==> src/verilog/nov_consts.vh <==
// Constants for the neutral overvoltage pick-up stage.
`ifndef NOV_CONSTS_VH
`define NOV_CONSTS_VH
// ==========================================================
// Register byte offsets.
`define NOV_CTRL_OFS   6'h00
`define NOV_THR0_OFS   6'h04
`define NOV_TIM0_OFS   6'h08
`define NOV_THR1_OFS   6'h0C
`define NOV_TIM1_OFS   6'h10
`define NOV_STAT_OFS   6'h14
`define NOV_RATIO_OFS  6'h18
`define NOV_EXPT_OFS   6'h1C
`define NOV_TREM_OFS   6'h20
// ==========================================================
// Field positions and reset values.
`define NOV_TIM_INVERSE_TIME_MODE_BIT 16
`define NOV_THR_RST    14'h07D0
`define NOV_THR_MIN    14'h0064
`define NOV_THR_MAX    14'h26AC
`define NOV_TIM_RST    17'h00008
// ==========================================================
// Scaling and clamps.
`define NOV_CALC_SCALE 16'h93CA
`define NOV_RATIO_MAX  17'h1E848
`define NOV_TIME_MAX   19'h57E40
`define NOV_REL_PCT    7'h61
`define NOV_HUNDRED    7'h64
// ==========================================================
// Timing: the 5 ms step, at a 10 MHz clock.
`define NOV_STEP_US    5000
`define NOV_CLK_KHZ    10000
`define NOV_STEP_CYC   (`NOV_STEP_US * `NOV_CLK_KHZ / 1000)
`endif

==> src/verilog/nov_stage.v <==
// Neutral overvoltage pick-up stage with Avalon-MM register slave.
`include "nov_consts.vh"

module nov_stage #(
	parameter STEP_CYC = `NOV_STEP_CYC // Cycles per 5 ms step.
) (
	input  wire        core_clk,        // System clock.
	input  wire        rst,             // Synchronous reset.
	input  wire        clk_en,          // Freezes all state when low.
	input  wire [5:0]  avm_address,     // Byte address.
	input  wire        avm_read,        // Read request.
	input  wire        avm_write,       // Write request.
	input  wire [31:0] avm_writedata,   // Write data.
	output reg  [31:0] avm_readdata,    // Read data.
	output reg         avm_waitrequest, // Low for one cycle to answer.
	input  wire        cycle_strobe,    // Start of a processing cycle.
	input  wire [15:0] ul1_mag,         // Phase 1 fundamental, 0.01 V.
	input  wire [15:0] ul2_mag,         // Phase 2 fundamental, 0.01 V.
	input  wire [15:0] ul3_mag,         // Phase 3 fundamental, 0.01 V.
	input  wire [15:0] ch3_mag,         // Third channel, 0.01 percent.
	input  wire [15:0] ch4_mag,         // Fourth channel, 0.01 percent.
	input  wire        ch3_resid_mode,  // Third channel is residual.
	input  wire        ch4_resid_mode,  // Fourth channel is residual.
	input  wire        ln_connected,    // Line-to-neutral inputs wired.
	input  wire        force_enable,    // Global stage forcing enable.
	input  wire        group_sel,       // Active setting group.
	input  wire        block_in,        // Blocking matrix input.
	output reg  [1:0]  stage_state,     // Normal, start, trip, blocked.
	output reg         start_out,       // Start condition for timers.
	output reg         trip_out,        // Trip indication.
	output reg         blocked_out      // Blocked indication.
);

	// ==========================================================
	// Local encodings.
	localparam [1:0] ST_NORMAL  = 2'h0; // Stage idle.
	localparam [1:0] ST_START   = 2'h1; // Picked up, timing.
	localparam [1:0] ST_TRIP    = 2'h2; // Operating time elapsed.
	localparam [1:0] ST_BLOCKED = 2'h3; // Picked up while blocked.
	localparam [1:0] SRC_NONE   = 2'h0; // Residual unavailable.
	localparam [1:0] SRC_CALC   = 2'h1; // Computed residual.
	localparam [1:0] SRC_CH3    = 2'h2; // Third channel.
	localparam [1:0] SRC_CH4    = 2'h3; // Fourth channel.
	localparam [1:0] DV_IDLE    = 2'h0; // Divider idle.
	localparam [1:0] DV_RATIO   = 2'h1; // Dividing for the ratio.
	localparam [1:0] DV_TIME    = 2'h2; // Dividing for inverse time.

	// ==========================================================
	// Registers.
	reg  [1:0]  src_sel_reg;   // Static source selection.
	reg  [1:0]  force_reg;     // Static forced status.
	reg  [13:0] thr_reg [0:1]; // Per-group threshold, 0.01 percent.
	reg  [16:0] tim_reg [0:1]; // Per-group delay or dial, INVERSE_TIME_MODE flag.
	reg  [16:0] meas_reg;      // Latched measured value.
	reg         pickup_reg;    // Comparator state with hysteresis.
	reg         block_reg;     // Block input sampled this cycle.
	reg  [16:0] ratio_reg;     // Measured over threshold, 0.01 steps.
	reg  [18:0] expt_reg;      // Expected operating time, 5 ms steps.
	reg  [18:0] elap_reg;      // Elapsed start time, 5 ms steps.
	reg  [15:0] tick_reg;      // Cycle counter for 5 ms steps.
	reg  [1:0]  dv_state_reg;  // Divider sequence state.
	reg  [5:0]  dv_cnt_reg;    // Divider step counter.
	reg  [31:0] dv_num_reg;    // Dividend being shifted out.
	reg  [31:0] dv_den_reg;    // Divisor.
	reg  [31:0] dv_rem_reg;    // Partial remainder.
	reg  [31:0] dv_quo_reg;    // Quotient being built.

	// ==========================================================
	// Combinational terms.
	wire [13:0] thr_act = thr_reg[group_sel];
	wire [16:0] tim_act = tim_reg[group_sel];
	wire        inverse_time_mode    = tim_act[`NOV_TIM_INVERSE_TIME_MODE_BIT];
	wire [17:0] ph_sum  = {2'h0, ul1_mag} + {2'h0, ul2_mag}
	                    + {2'h0, ul3_mag};
	wire [33:0] calc_p  = ph_sum * `NOV_CALC_SCALE;
	wire [16:0] calc_pct = calc_p[32:16];
	wire [19:0] rem_time = {1'b0, expt_reg} - {1'b0, elap_reg};
	wire        req      = avm_read | avm_write;
	wire        take_wr  = avm_write & ~avm_waitrequest;
	wire [31:0] rem_sh   = {dv_rem_reg[30:0], dv_num_reg[31]};
	wire [23:0] m100     = meas_reg * `NOV_HUNDRED;
	wire [23:0] t97      = thr_act * `NOV_REL_PCT;
	// Scaled sample for the ratio dividend. It is sized here, because a
	// product inside a concatenation would keep only seventeen bits.
	wire [23:0] mn100    = meas_next * `NOV_HUNDRED;
	wire [31:0] wd       = avm_writedata;
	wire [13:0] wthr     = (wd[13:0] < `NOV_THR_MIN) ? `NOV_THR_MIN :
	                       (wd[13:0] > `NOV_THR_MAX) ? `NOV_THR_MAX :
	                       wd[13:0];

	reg  [1:0]  src_act;   // Active source for this cycle.
	reg  [16:0] meas_next; // Magnitude of the active source.
	reg         pickup_next;
	reg  [1:0]  state_next;

	// ==========================================================
	// Source resolution. Inputs are fundamental magnitudes only.
	// A channel counts only while it is in residual mode.
	always @* begin
		case (src_sel_reg)
			SRC_CALC: src_act = ln_connected ? SRC_CALC : SRC_NONE;
			SRC_CH3:  src_act = ch3_resid_mode ? SRC_CH3 : SRC_NONE;
			SRC_CH4:  src_act = ch4_resid_mode ? SRC_CH4 : SRC_NONE;
			default: begin
				// Nothing chosen: computed residual if phases exist.
				if (ln_connected) begin
					src_act = SRC_CALC;
				end else if (ch3_resid_mode) begin
					src_act = SRC_CH3;
				end else if (ch4_resid_mode) begin
					src_act = SRC_CH4;
				end else begin
					src_act = SRC_NONE;
				end
			end
		endcase
		case (src_act)
			// One third of the phase sum, scaled so 57.74 V is 100 %.
			SRC_CALC: meas_next = calc_pct;
			SRC_CH3:  meas_next = {1'b0, ch3_mag};
			SRC_CH4:  meas_next = {1'b0, ch4_mag};
			default:  meas_next = 17'h00000;
		endcase
	end

	// ==========================================================
	// Comparator with built-in 97 percent reset ratio. It looks at the
	// sample latched on the previous strobe, so a step at the input
	// shows in the pick-up state two strobes later. The release test
	// scales both sides by a hundred to stay in whole numbers.
	always @* begin
		if (pickup_reg) begin
			pickup_next = (m100 >= t97);
		end else begin
			pickup_next = (meas_reg > {3'h0, thr_act});
		end
	end

	// ==========================================================
	// Stage output. Forcing overrides only with global enable.
	// Blocking wins over trip: a stage that was already timing drops
	// back to blocked, and its elapsed time clears with start.
	always @* begin
		if (force_enable && force_reg != ST_NORMAL) begin
			state_next = force_reg;
		end else if (!pickup_reg) begin
			state_next = ST_NORMAL;
		end else if (block_reg) begin
			state_next = ST_BLOCKED;
		end else if (rem_time[19] || rem_time == 20'h00000) begin
			state_next = ST_TRIP;
		end else begin
			state_next = ST_START;
		end
	end

	// ==========================================================
	// Avalon slave: waitrequest drops for one cycle after a request
	// is seen, so every access completes on the second edge.
	// While the clock enable is low the handshake freezes as well,
	// so a master sees a longer wait, but a write answered in that cycle is dropped.
	always @(posedge core_clk) begin
		if (rst) begin
			avm_waitrequest <= 1'b1;
			avm_readdata    <= 32'h00000000;
		end else if (clk_en) begin
			avm_waitrequest <= ~(req & avm_waitrequest);
			if (avm_read && avm_waitrequest) begin
				case (avm_address)
					`NOV_CTRL_OFS:  avm_readdata <= {28'h0, force_reg,
					                                 src_sel_reg};
					`NOV_THR0_OFS:  avm_readdata <= {18'h0, thr_reg[0]};
					`NOV_TIM0_OFS:  avm_readdata <= {15'h0, tim_reg[0]};
					`NOV_THR1_OFS:  avm_readdata <= {18'h0, thr_reg[1]};
					`NOV_TIM1_OFS:  avm_readdata <= {15'h0, tim_reg[1]};
					`NOV_STAT_OFS:  avm_readdata <= {26'h0, block_reg,
					                   stage_state, pickup_reg,
					                   src_act};
					`NOV_RATIO_OFS: avm_readdata <= {15'h0, ratio_reg};
					`NOV_EXPT_OFS:  avm_readdata <= {13'h0, expt_reg};
					`NOV_TREM_OFS:  avm_readdata <= {{12{rem_time[19]}},
					                                 rem_time};
					default:        avm_readdata <= 32'h00000000;
				endcase
			end
		end
	end

	// ==========================================================
	// Setting registers. Source and force are static and sit apart
	// from the two group banks, which the group input selects live.
	// Threshold writes are clamped rather than refused, so software
	// always reads back the value that the comparator really uses.
	always @(posedge core_clk) begin
		if (rst) begin
			src_sel_reg <= SRC_NONE;
			force_reg   <= ST_NORMAL;
			thr_reg[0]  <= `NOV_THR_RST;
			thr_reg[1]  <= `NOV_THR_RST;
			tim_reg[0]  <= `NOV_TIM_RST;
			tim_reg[1]  <= `NOV_TIM_RST;
		end else if (clk_en && take_wr) begin
			case (avm_address)
				`NOV_CTRL_OFS: begin
					// A channel choice is refused unless it is residual.
					if ((wd[1:0] != SRC_CH3 || ch3_resid_mode) &&
					    (wd[1:0] != SRC_CH4 || ch4_resid_mode)) begin
						src_sel_reg <= wd[1:0];
					end
					force_reg <= wd[3:2];
				end
				`NOV_THR0_OFS: thr_reg[0] <= wthr;
				`NOV_TIM0_OFS: tim_reg[0] <= wd[16:0];
				`NOV_THR1_OFS: thr_reg[1] <= wthr;
				`NOV_TIM1_OFS: tim_reg[1] <= wd[16:0];
				default: begin
					// Unmapped and read-only offsets ignore writes.
				end
			endcase
		end
	end

	// ==========================================================
	// Processing cycle: sample magnitude and block once per strobe
	// and evaluate the comparator on the sample latched at the previous strobe.
	// The outputs follow the next state on every enabled cycle, so
	// they trail a pick-up or block change by one clock.
	always @(posedge core_clk) begin
		if (rst) begin
			meas_reg    <= 17'h00000;
			block_reg   <= 1'b0;
			pickup_reg  <= 1'b0;
			stage_state <= ST_NORMAL;
			start_out   <= 1'b0;
			trip_out    <= 1'b0;
			blocked_out <= 1'b0;
		end else if (clk_en) begin
			if (cycle_strobe) begin
				meas_reg   <= meas_next;
				block_reg  <= block_in;
				pickup_reg <= pickup_next;
			end
			stage_state <= state_next;
			start_out   <= (state_next == ST_START) ||
			               (state_next == ST_TRIP);
			trip_out    <= (state_next == ST_TRIP);
			blocked_out <= (state_next == ST_BLOCKED);
		end
	end

	// ==========================================================
	// Time base. Elapsed time runs only while started; a release or
	// a block clears it, so the remaining time restarts cleanly.
	// The count stops at the longest time, so the remaining time
	// can never wrap back to a positive value.
	always @(posedge core_clk) begin
		if (rst) begin
			tick_reg <= 16'h0000;
			elap_reg <= 19'h00000;
		end else if (clk_en) begin
			if (!start_out) begin
				tick_reg <= 16'h0000;
				elap_reg <= 19'h00000;
			end else if (tick_reg == STEP_CYC[15:0] - 16'h0001) begin
				tick_reg <= 16'h0000;
				if (elap_reg != `NOV_TIME_MAX) begin
					elap_reg <= elap_reg + 19'h00001;
				end
			end else begin
				tick_reg <= tick_reg + 16'h0001;
			end
		end
	end

	// ==========================================================
	// Shared serial divider, run after each strobe: first the ratio,
	// then the inverse-time figure. One divider keeps area small at
	// the cost of results lagging the strobe by about 70 cycles.
	always @(posedge core_clk) begin
		if (rst) begin
			dv_state_reg <= DV_IDLE;
			dv_cnt_reg   <= 6'h00;
			dv_num_reg   <= 32'h00000000;
			dv_den_reg   <= 32'h00000000;
			dv_rem_reg   <= 32'h00000000;
			dv_quo_reg   <= 32'h00000000;
			ratio_reg    <= 17'h00000;
			expt_reg     <= 19'h00000;
		end else if (clk_en) begin
			if (dv_state_reg != DV_IDLE && dv_cnt_reg != 6'h20) begin
				// One restoring step per clock.
				dv_num_reg <= {dv_num_reg[30:0], 1'b0};
				dv_cnt_reg <= dv_cnt_reg + 6'h01;
				if (rem_sh >= dv_den_reg) begin
					dv_rem_reg <= rem_sh - dv_den_reg;
					dv_quo_reg <= {dv_quo_reg[30:0], 1'b1};
				end else begin
					dv_rem_reg <= rem_sh;
					dv_quo_reg <= {dv_quo_reg[30:0], 1'b0};
				end
			end else begin
				case (dv_state_reg)
					DV_IDLE: begin
						// Start just after the strobe, on the new sample.
						if (cycle_strobe) begin
							dv_state_reg <= DV_RATIO;
						end
						dv_num_reg <= {8'h00, mn100};
						dv_den_reg <= {18'h0, thr_act};
						dv_cnt_reg <= 6'h00;
						dv_rem_reg <= 32'h00000000;
					end
					DV_RATIO: begin
						ratio_reg <= (dv_quo_reg > {15'h0, `NOV_RATIO_MAX})
						           ? `NOV_RATIO_MAX
						           : dv_quo_reg[16:0];
						// Inverse time with unit exponent, 5 ms steps:
						// k * 2 * threshold / (measured - threshold).
						dv_num_reg <= {tim_act[15:0], 1'b0} * thr_act;
						dv_den_reg <= {15'h0, meas_reg}
						            - {18'h0, thr_act};
						dv_cnt_reg <= 6'h00;
						dv_rem_reg <= 32'h00000000;
						dv_state_reg <= DV_TIME;
					end
					DV_TIME: begin
						dv_state_reg <= DV_IDLE;
						if (!inverse_time_mode) begin
							expt_reg <= {3'h0, tim_act[15:0]};
						end else if (meas_reg <= {3'h0, thr_act} ||
						  dv_quo_reg > {13'h0, `NOV_TIME_MAX}) begin
							expt_reg <= `NOV_TIME_MAX;
						end else begin
							expt_reg <= dv_quo_reg[18:0];
						end
					end
					default: dv_state_reg <= DV_IDLE;
				endcase
			end
		end
	end

endmodule // nov_stage

==> config.mk <==
export PLATFORM = sky130hd
export DESIGN_NAME = nov_stage
export DESIGN_NICKNAME = d
export VERILOG_FILES = /design/src/verilog/nov_stage.v
export VERILOG_INCLUDE_DIRS = /design/src /design/src/verilog
export SDC_FILE = /design/constraint.sdc
export NUM_CORES = 2
export LEC_CHECK = 0
export BUFFER_PORTS_ARGS = -buffer_cell sky130_fd_sc_hd__buf_4
export CAP_MARGIN = 20
export CORE_AREA = 3 3 244 246
export DETAILED_ROUTE_END_ITERATION = 8
export DIE_AREA = 0 0 247 249
export GPL_TIMING_DRIVEN = 0
export PLACE_DENSITY_LB_ADDON = 0.05
export SLEW_MARGIN = 10
export SYNTH_ARGS = -nofsm -noshare
export SYNTH_HDL_FRONTEND = slang
export SYNTH_SLANG_ARGS = --single-unit
==> constraint.sdc <==
create_clock -name core_clk -period 14.7 [get_ports core_clk]
set_clock_uncertainty 0.1 [all_clocks]
set_input_delay 1.47 -clock core_clk [delete_from_list [all_inputs] [get_ports core_clk]]
set_output_delay 1.47 -clock core_clk [all_outputs]
set_load 0.05 [all_outputs]
# --- After elaboration in Yosys (flattened, before gate mapping) ---
# Memory sizes are Yosys's and may differ from the RTL's.
# Cells that the tools add are included.
op_classes:
  n_reduce_logical: 31
  add_sub_neg: 8
  eq_ne: 27
  multipliers: 5
  n_mux: 56
  bitwise_logic: 10
  magnitude_cmp: 8
ops:
  columns: ["cell", "n"]
  rows:
  - ["$pmux 32 s9", 1]
  - ["$pmux 32 s2", 2]
  - ["$mux 19", 5]
  - ["$mux 31", 3]
  - ["$mux 14", 4]
  - ["$mux 17", 3]
  - ["$pmux 17 s3", 1]
  - ["$mul 17x5->22 const B", 2]
  - ["$ge 32x32->1", 1]
  - ["$gt 32x17->1 const B", 1]
  - ["$gt 32x19->1 const B", 1]
  - ["$mul 18x15->32 const B", 1]
  - ["$mux 16", 2]
  - ["$mux 32", 1]
  - ["$sub 31x31->31", 1]
  - ["$mul 16x14->30", 1]
  - ["$eq 6x5->1 const B", 4]
  - ["$ge 24x21->1", 1]
  - ["$mul 14x7->21 const B", 1]
  - ["$mux 1", 21]
  - ["$logic_not 20->1", 1]
  - ["$sub 19x19->20", 1]
  - ["$add 19x1->19 const B", 1]
  - ["$ne 19x19->1 const B", 1]
  - ["other kinds (34)", 84]
totals:
  out_inout_bits: 38
  n_memories: 2
  mem_bits_rw: 62
  regBits: 267
mem_list:
  columns: ["name", "words", "width", "read_ports", "rd_clocked_by_memory_dff", "wr", "line_no", "text"]
  rows:
  - ["tim_reg", 2, 17, 3, 0, 2, "nov_stage.v:53", "reg [16:0] tim_reg [0:1];"]
  - ["thr_reg", 2, 14, 3, 0, 2, "nov_stage.v:52", "reg [13:0] thr_reg [0:1];"]

# --- Logic depth before layout (Yosys ltp) ---
logic_depth:
  ltp_word: 9
  depth_mapped: 49
  ltp_nobuf: 49

# --- Worst setup path after synthesis ---
# No wires, ideal clock.
synth_timing:
  path_kind: "input -> register"
  startpoint: "in ul1_mag[1]"
  endpoint: "reg dv_num_reg[22]"
  path_buffers: 0
  stages: 47
  setup_time_ns: 0.115
  arrival_ns: 11.943
  slack_ns: 2.542
  path_cell_list: "inv_1 -> fa_1 -> inv_1 -> ha_1 -> fa_1 -> a21oi_1 -> o21bai_1 -> a21oi_1 -> o22ai_1 -> o21a_1 -> o21ai_0 -> nand2b_1 -> xnor2_1 -> inv_1 -> ha_1 -> ha_1 -> fa_1 -> fa_1 -> [11 not listed] -> a21oi_1 -> xnor2_1 -> a21oi_1 -> inv_1 -> ha_1 -> ha_1 -> inv_1 -> fa_1 -> inv_1 -> ha_1 -> inv_1 -> nor2_1 -> a2111oi_0 -> nor3_1 -> a211o_1 -> a21oi_1 -> xnor2_1 -> a2111oi_0"
synth_between:
  elab_chain_len: 7
synth_lines:
  columns: ["element", "line_no", "text"]
  rows:
  - ["start, declared", "nov_stage.v:17", "input wire [15:0] ul1_mag,"]
  - ["$add 16x16->17", "nov_stage.v:73", "wire [17:0] ph_sum = {2'h0, ul1_mag} + {2'h0, ul2_mag}"]
  - ["$add 17x16->18", "nov_stage.v:74", "+ {2'h0, ul3_mag};"]
  - ["$mul 18x15->32 (no source line)", null, null]
  - ["$pmux 17 s3", "nov_stage.v:117", "case (src_act)"]
  - ["via meas_next[10]", "nov_stage.v:92", "reg [16:0] meas_next;"]
  - ["$mul 17x5->22 (no source line)", null, null]
  - ["$pmux 32 s2", "nov_stage.v:302", "case (dv_state_reg)"]
  - ["$mux 32", "nov_stage.v:290", "if (dv_state_reg != DV_IDLE && dv_cnt_reg != 6'h20) begin"]
  - ["end signal, assigned", "nov_stage.v:292", "dv_num_reg <= {dv_num_reg[30:0], 1'b0};"]
  - ["end signal, assigned", "nov_stage.v:308", "dv_num_reg <= {8'h00, mn100};"]
  - ["end signal, assigned", "nov_stage.v:319", "dv_num_reg <= {tim_act[15:0], 1'b0} * thr_act;"]
  - ["end, declared", "nov_stage.v:63", "reg [31:0] dv_num_reg;"]
# The timed path passes the listed nets, and every way through them passes these cells. The select of a mux whose other input is x is not followed.
# A chain may end at the register's enable or synchronous reset.

# --- Final worst setup path ---
# Ends and elaborated chain as after synthesis.

==> results.cfg <==
[worst_setup_path]
arrival_ps = 13720
cp_slowest_stage_delay_ps = 710
rr_endpoint = dv_num_reg[29]
r2r_slack_ps = 6350
slowest_stage = a21oi_1
startpoint = ul1_mag[1]
worst_path_most_repeated_cell = inv_1
start_kind = primary input
cp_max_fo = 6
crit_path_end_kind = flip-flop
crit_type = in2reg
crit_required_ps = 15030
r2r_cells = 22
worstReg2RegStart = thr_reg[1][5]

[clock_network]
clk_pin_slew_ps = 60
ctsResizeCount = 0
cts_hold_buf = 0
numCtsBuffers = 35
cts_setup_buffers = 0
clk_latency_ps = 550
cts_root_buf = clkbuf_16
cts.path.max_buffers = 3
htreeDepth = 2
clkSinkCount = 302
cts_tree = yes

[synthesis]
synth_ff_type = dfxtp_1
netlist_top_cells_area = ha_1 19%, fa_1 17%, dfxtp_1 14%
synth_top_area_share_pct = 18.8
synth_cell_type_count = 79
avgSynthCellArea_sq_um = 8.62
synth_edf_count = 62
syn_area_sq_um = 34500
ys_warn_count = 0
synth_cells = 4004
synth_top_area_cell = ha_1
synthTopCellsByCount = 533 x inv_1, 519 x ha_1, 420 x nand2_1
synth_seq_cells = 302
post-synth-top-count-cell = inv_1
synth_sequential_area_ratio_pct = 19.3
syn_nets = 4939
async_flop_share_pct = 0

[run_status]
status = complete, no violations

[cells_and_area]
final_util_pct = 65.8
regArea_sq_um = 6670
final_area_sq_um = 37900
largest_register_ff_count = 34
final_net_count = 5136
drive_gt1_share_pct = 7.05
multi_input_area_sq_um = 25300
antennaDiodeCount = 0
synthToLayoutAreaGrowth_pct = 9.75
fillers = 4993

[routing]
wl_microns = 107000
vias = 30200
dr.pass1.iters = 8
drtIter0Drc = 2636
avgViaCountPerCell = 6.05
wl_per_cell_microns = 21.4
drc = 0
ant_nets = 0

[timing]
tightest_slew_ps = 1170
timing.final.crit_share_pct = 91.1
rsz0062_at_grt = false
slew_headroom_pct = 19.4
drv_slew = 0
setup_tns_ps = 0
period_needed_ps = 13390
finalSetupViolCount = 0
fmax_mhz = 74.7
hold_viol_final = 0

[global_routing]
grt_pass1_vias = 28600
grt.total_usage_pct = 34.4
met2_usage_pct = 52.7
grt-ovfl-total = 0
antenna_found_initial = 0
use_met1_pct = 47.9
gr-usage-met3_pct = 7.05
grt_pass1_wl_microns = 164000
busiest_layer = met2
grt_start_max_net_pins = 18

[hold_path]
min_to = dv_den_reg[16]
holdPathStages = 2
min_from = dv_den_reg[16]
hold_path.class = reg2reg

[flow_run]
cap_violations = 0

[placement]
port_buffers = 149
placed_cell_area_sq_um = 36700
post-dp-hpwl_microns = 87200
place_congestion = 1.01

[die]
fp.dieH_microns = 249
num_io_pins = 168
die_w_microns = 247
fp-row-count = 88
die_area_sq_um = 61500
coreArea_sq_um = 57600
start_util_pct = 59.9
## logic make-up after synthesis
logic type	count (synthesis)	share of synthesized area [%]
multiplexers	85	2.67
XOR/XNOR	186	4.72
buffers and inverters	678	7.50
AND/OR/NAND/NOR	1092	14.2
AO/OA/AOI/OAI	854	16.1
flip-flops	302	19.3
adder cells (fa/ha/maj)	807	35.5
## through the flow
step / worst slack (ps) / std cells / hold WS, ps
floorplan: 2540 / 4004 / 332
global placement: 764 / 4918 / 338
detailed placement: 800 / 4926 / 345
CTS: 1340 / 4988 / 353
global route: 361 / 4991 / 374
finish: 1310 / 4991 / 352
## critical path: cells and delay by family
kind,cells,cell delay (ps)
adder cells (fa/ha/maj),14,5600
AO/OA/AOI/OAI,16,4280
buffers and inverters,10,960
XOR/XNOR,3,760
AND/OR/NAND/NOR,5,620
## layout make-up
cell class | instances | area share, %
plain buffers | 145 | 1.56
clock buffers | 43 | 2.58
clock inverters | 19 | 0.472
inverters | 533 | 5.28
multi-input cells | 3024 | 66.8
flip-flops and latches | 302 | 17.6
well taps | 765 | 2.53
repair buffers | 160 | 3.18
## metal layers
layer,routed length [microns],vias up
met3,9750,279
met4,5010,0
met1,46000,14400
met5,0,-
met2,46200,1285
li1,-,14200
## worst max path at each step
stage                endpoint  cells after the start
6_report       dv_num_reg[22]                     48
5_1_grt        dv_num_reg[22]                     48
4_1_cts        dv_num_reg[22]                     48
3_5_place_dp   dv_num_reg[22]                     48
3_3_place_gp   dv_num_reg[22]                     44
2_1_floorplan  dv_num_reg[22]                     47
## placed cells by master, fill, tap and decap left out, drive strengths merged, types with 10 or more instances in the layout
cell type / synthesis / final
or3: 16 / 16
o221ai: 14 / 14
nor2: 318 / 318
and2: 31 / 31
a21oi: 265 / 265
mux2i: 55 / 55
clkinv: 0 / 13
a22oi: 41 / 41
inv: 533 / 535
o211ai: 38 / 38
nand4: 29 / 29
clkbuf: 116 / 162
xnor2: 113 / 113
o21ai: 156 / 156
nand2b: 22 / 22
xor2: 73 / 73
nor3b: 10 / 10
a21o: 73 / 73
nor3: 62 / 62
nor2b: 24 / 24
o22ai: 12 / 12
fa: 286 / 286
a221oi: 16 / 16
a222oi: 14 / 14
and3: 29 / 29
nor4: 23 / 23
nand3: 69 / 69
ha: 519 / 519
edfxtp: 62 / 62
nand2: 420 / 420
o21bai: 18 / 18
buf: 29 / 186
a211oi: 38 / 38
a31oi: 28 / 28
o31ai: 10 / 10
o21a: 25 / 25
dfxtp: 240 / 240
mux2: 27 / 27
Power is left out: the tool's default activity adds up to more than one toggle a clock period on the data nets, which glitch-free logic cannot reach.
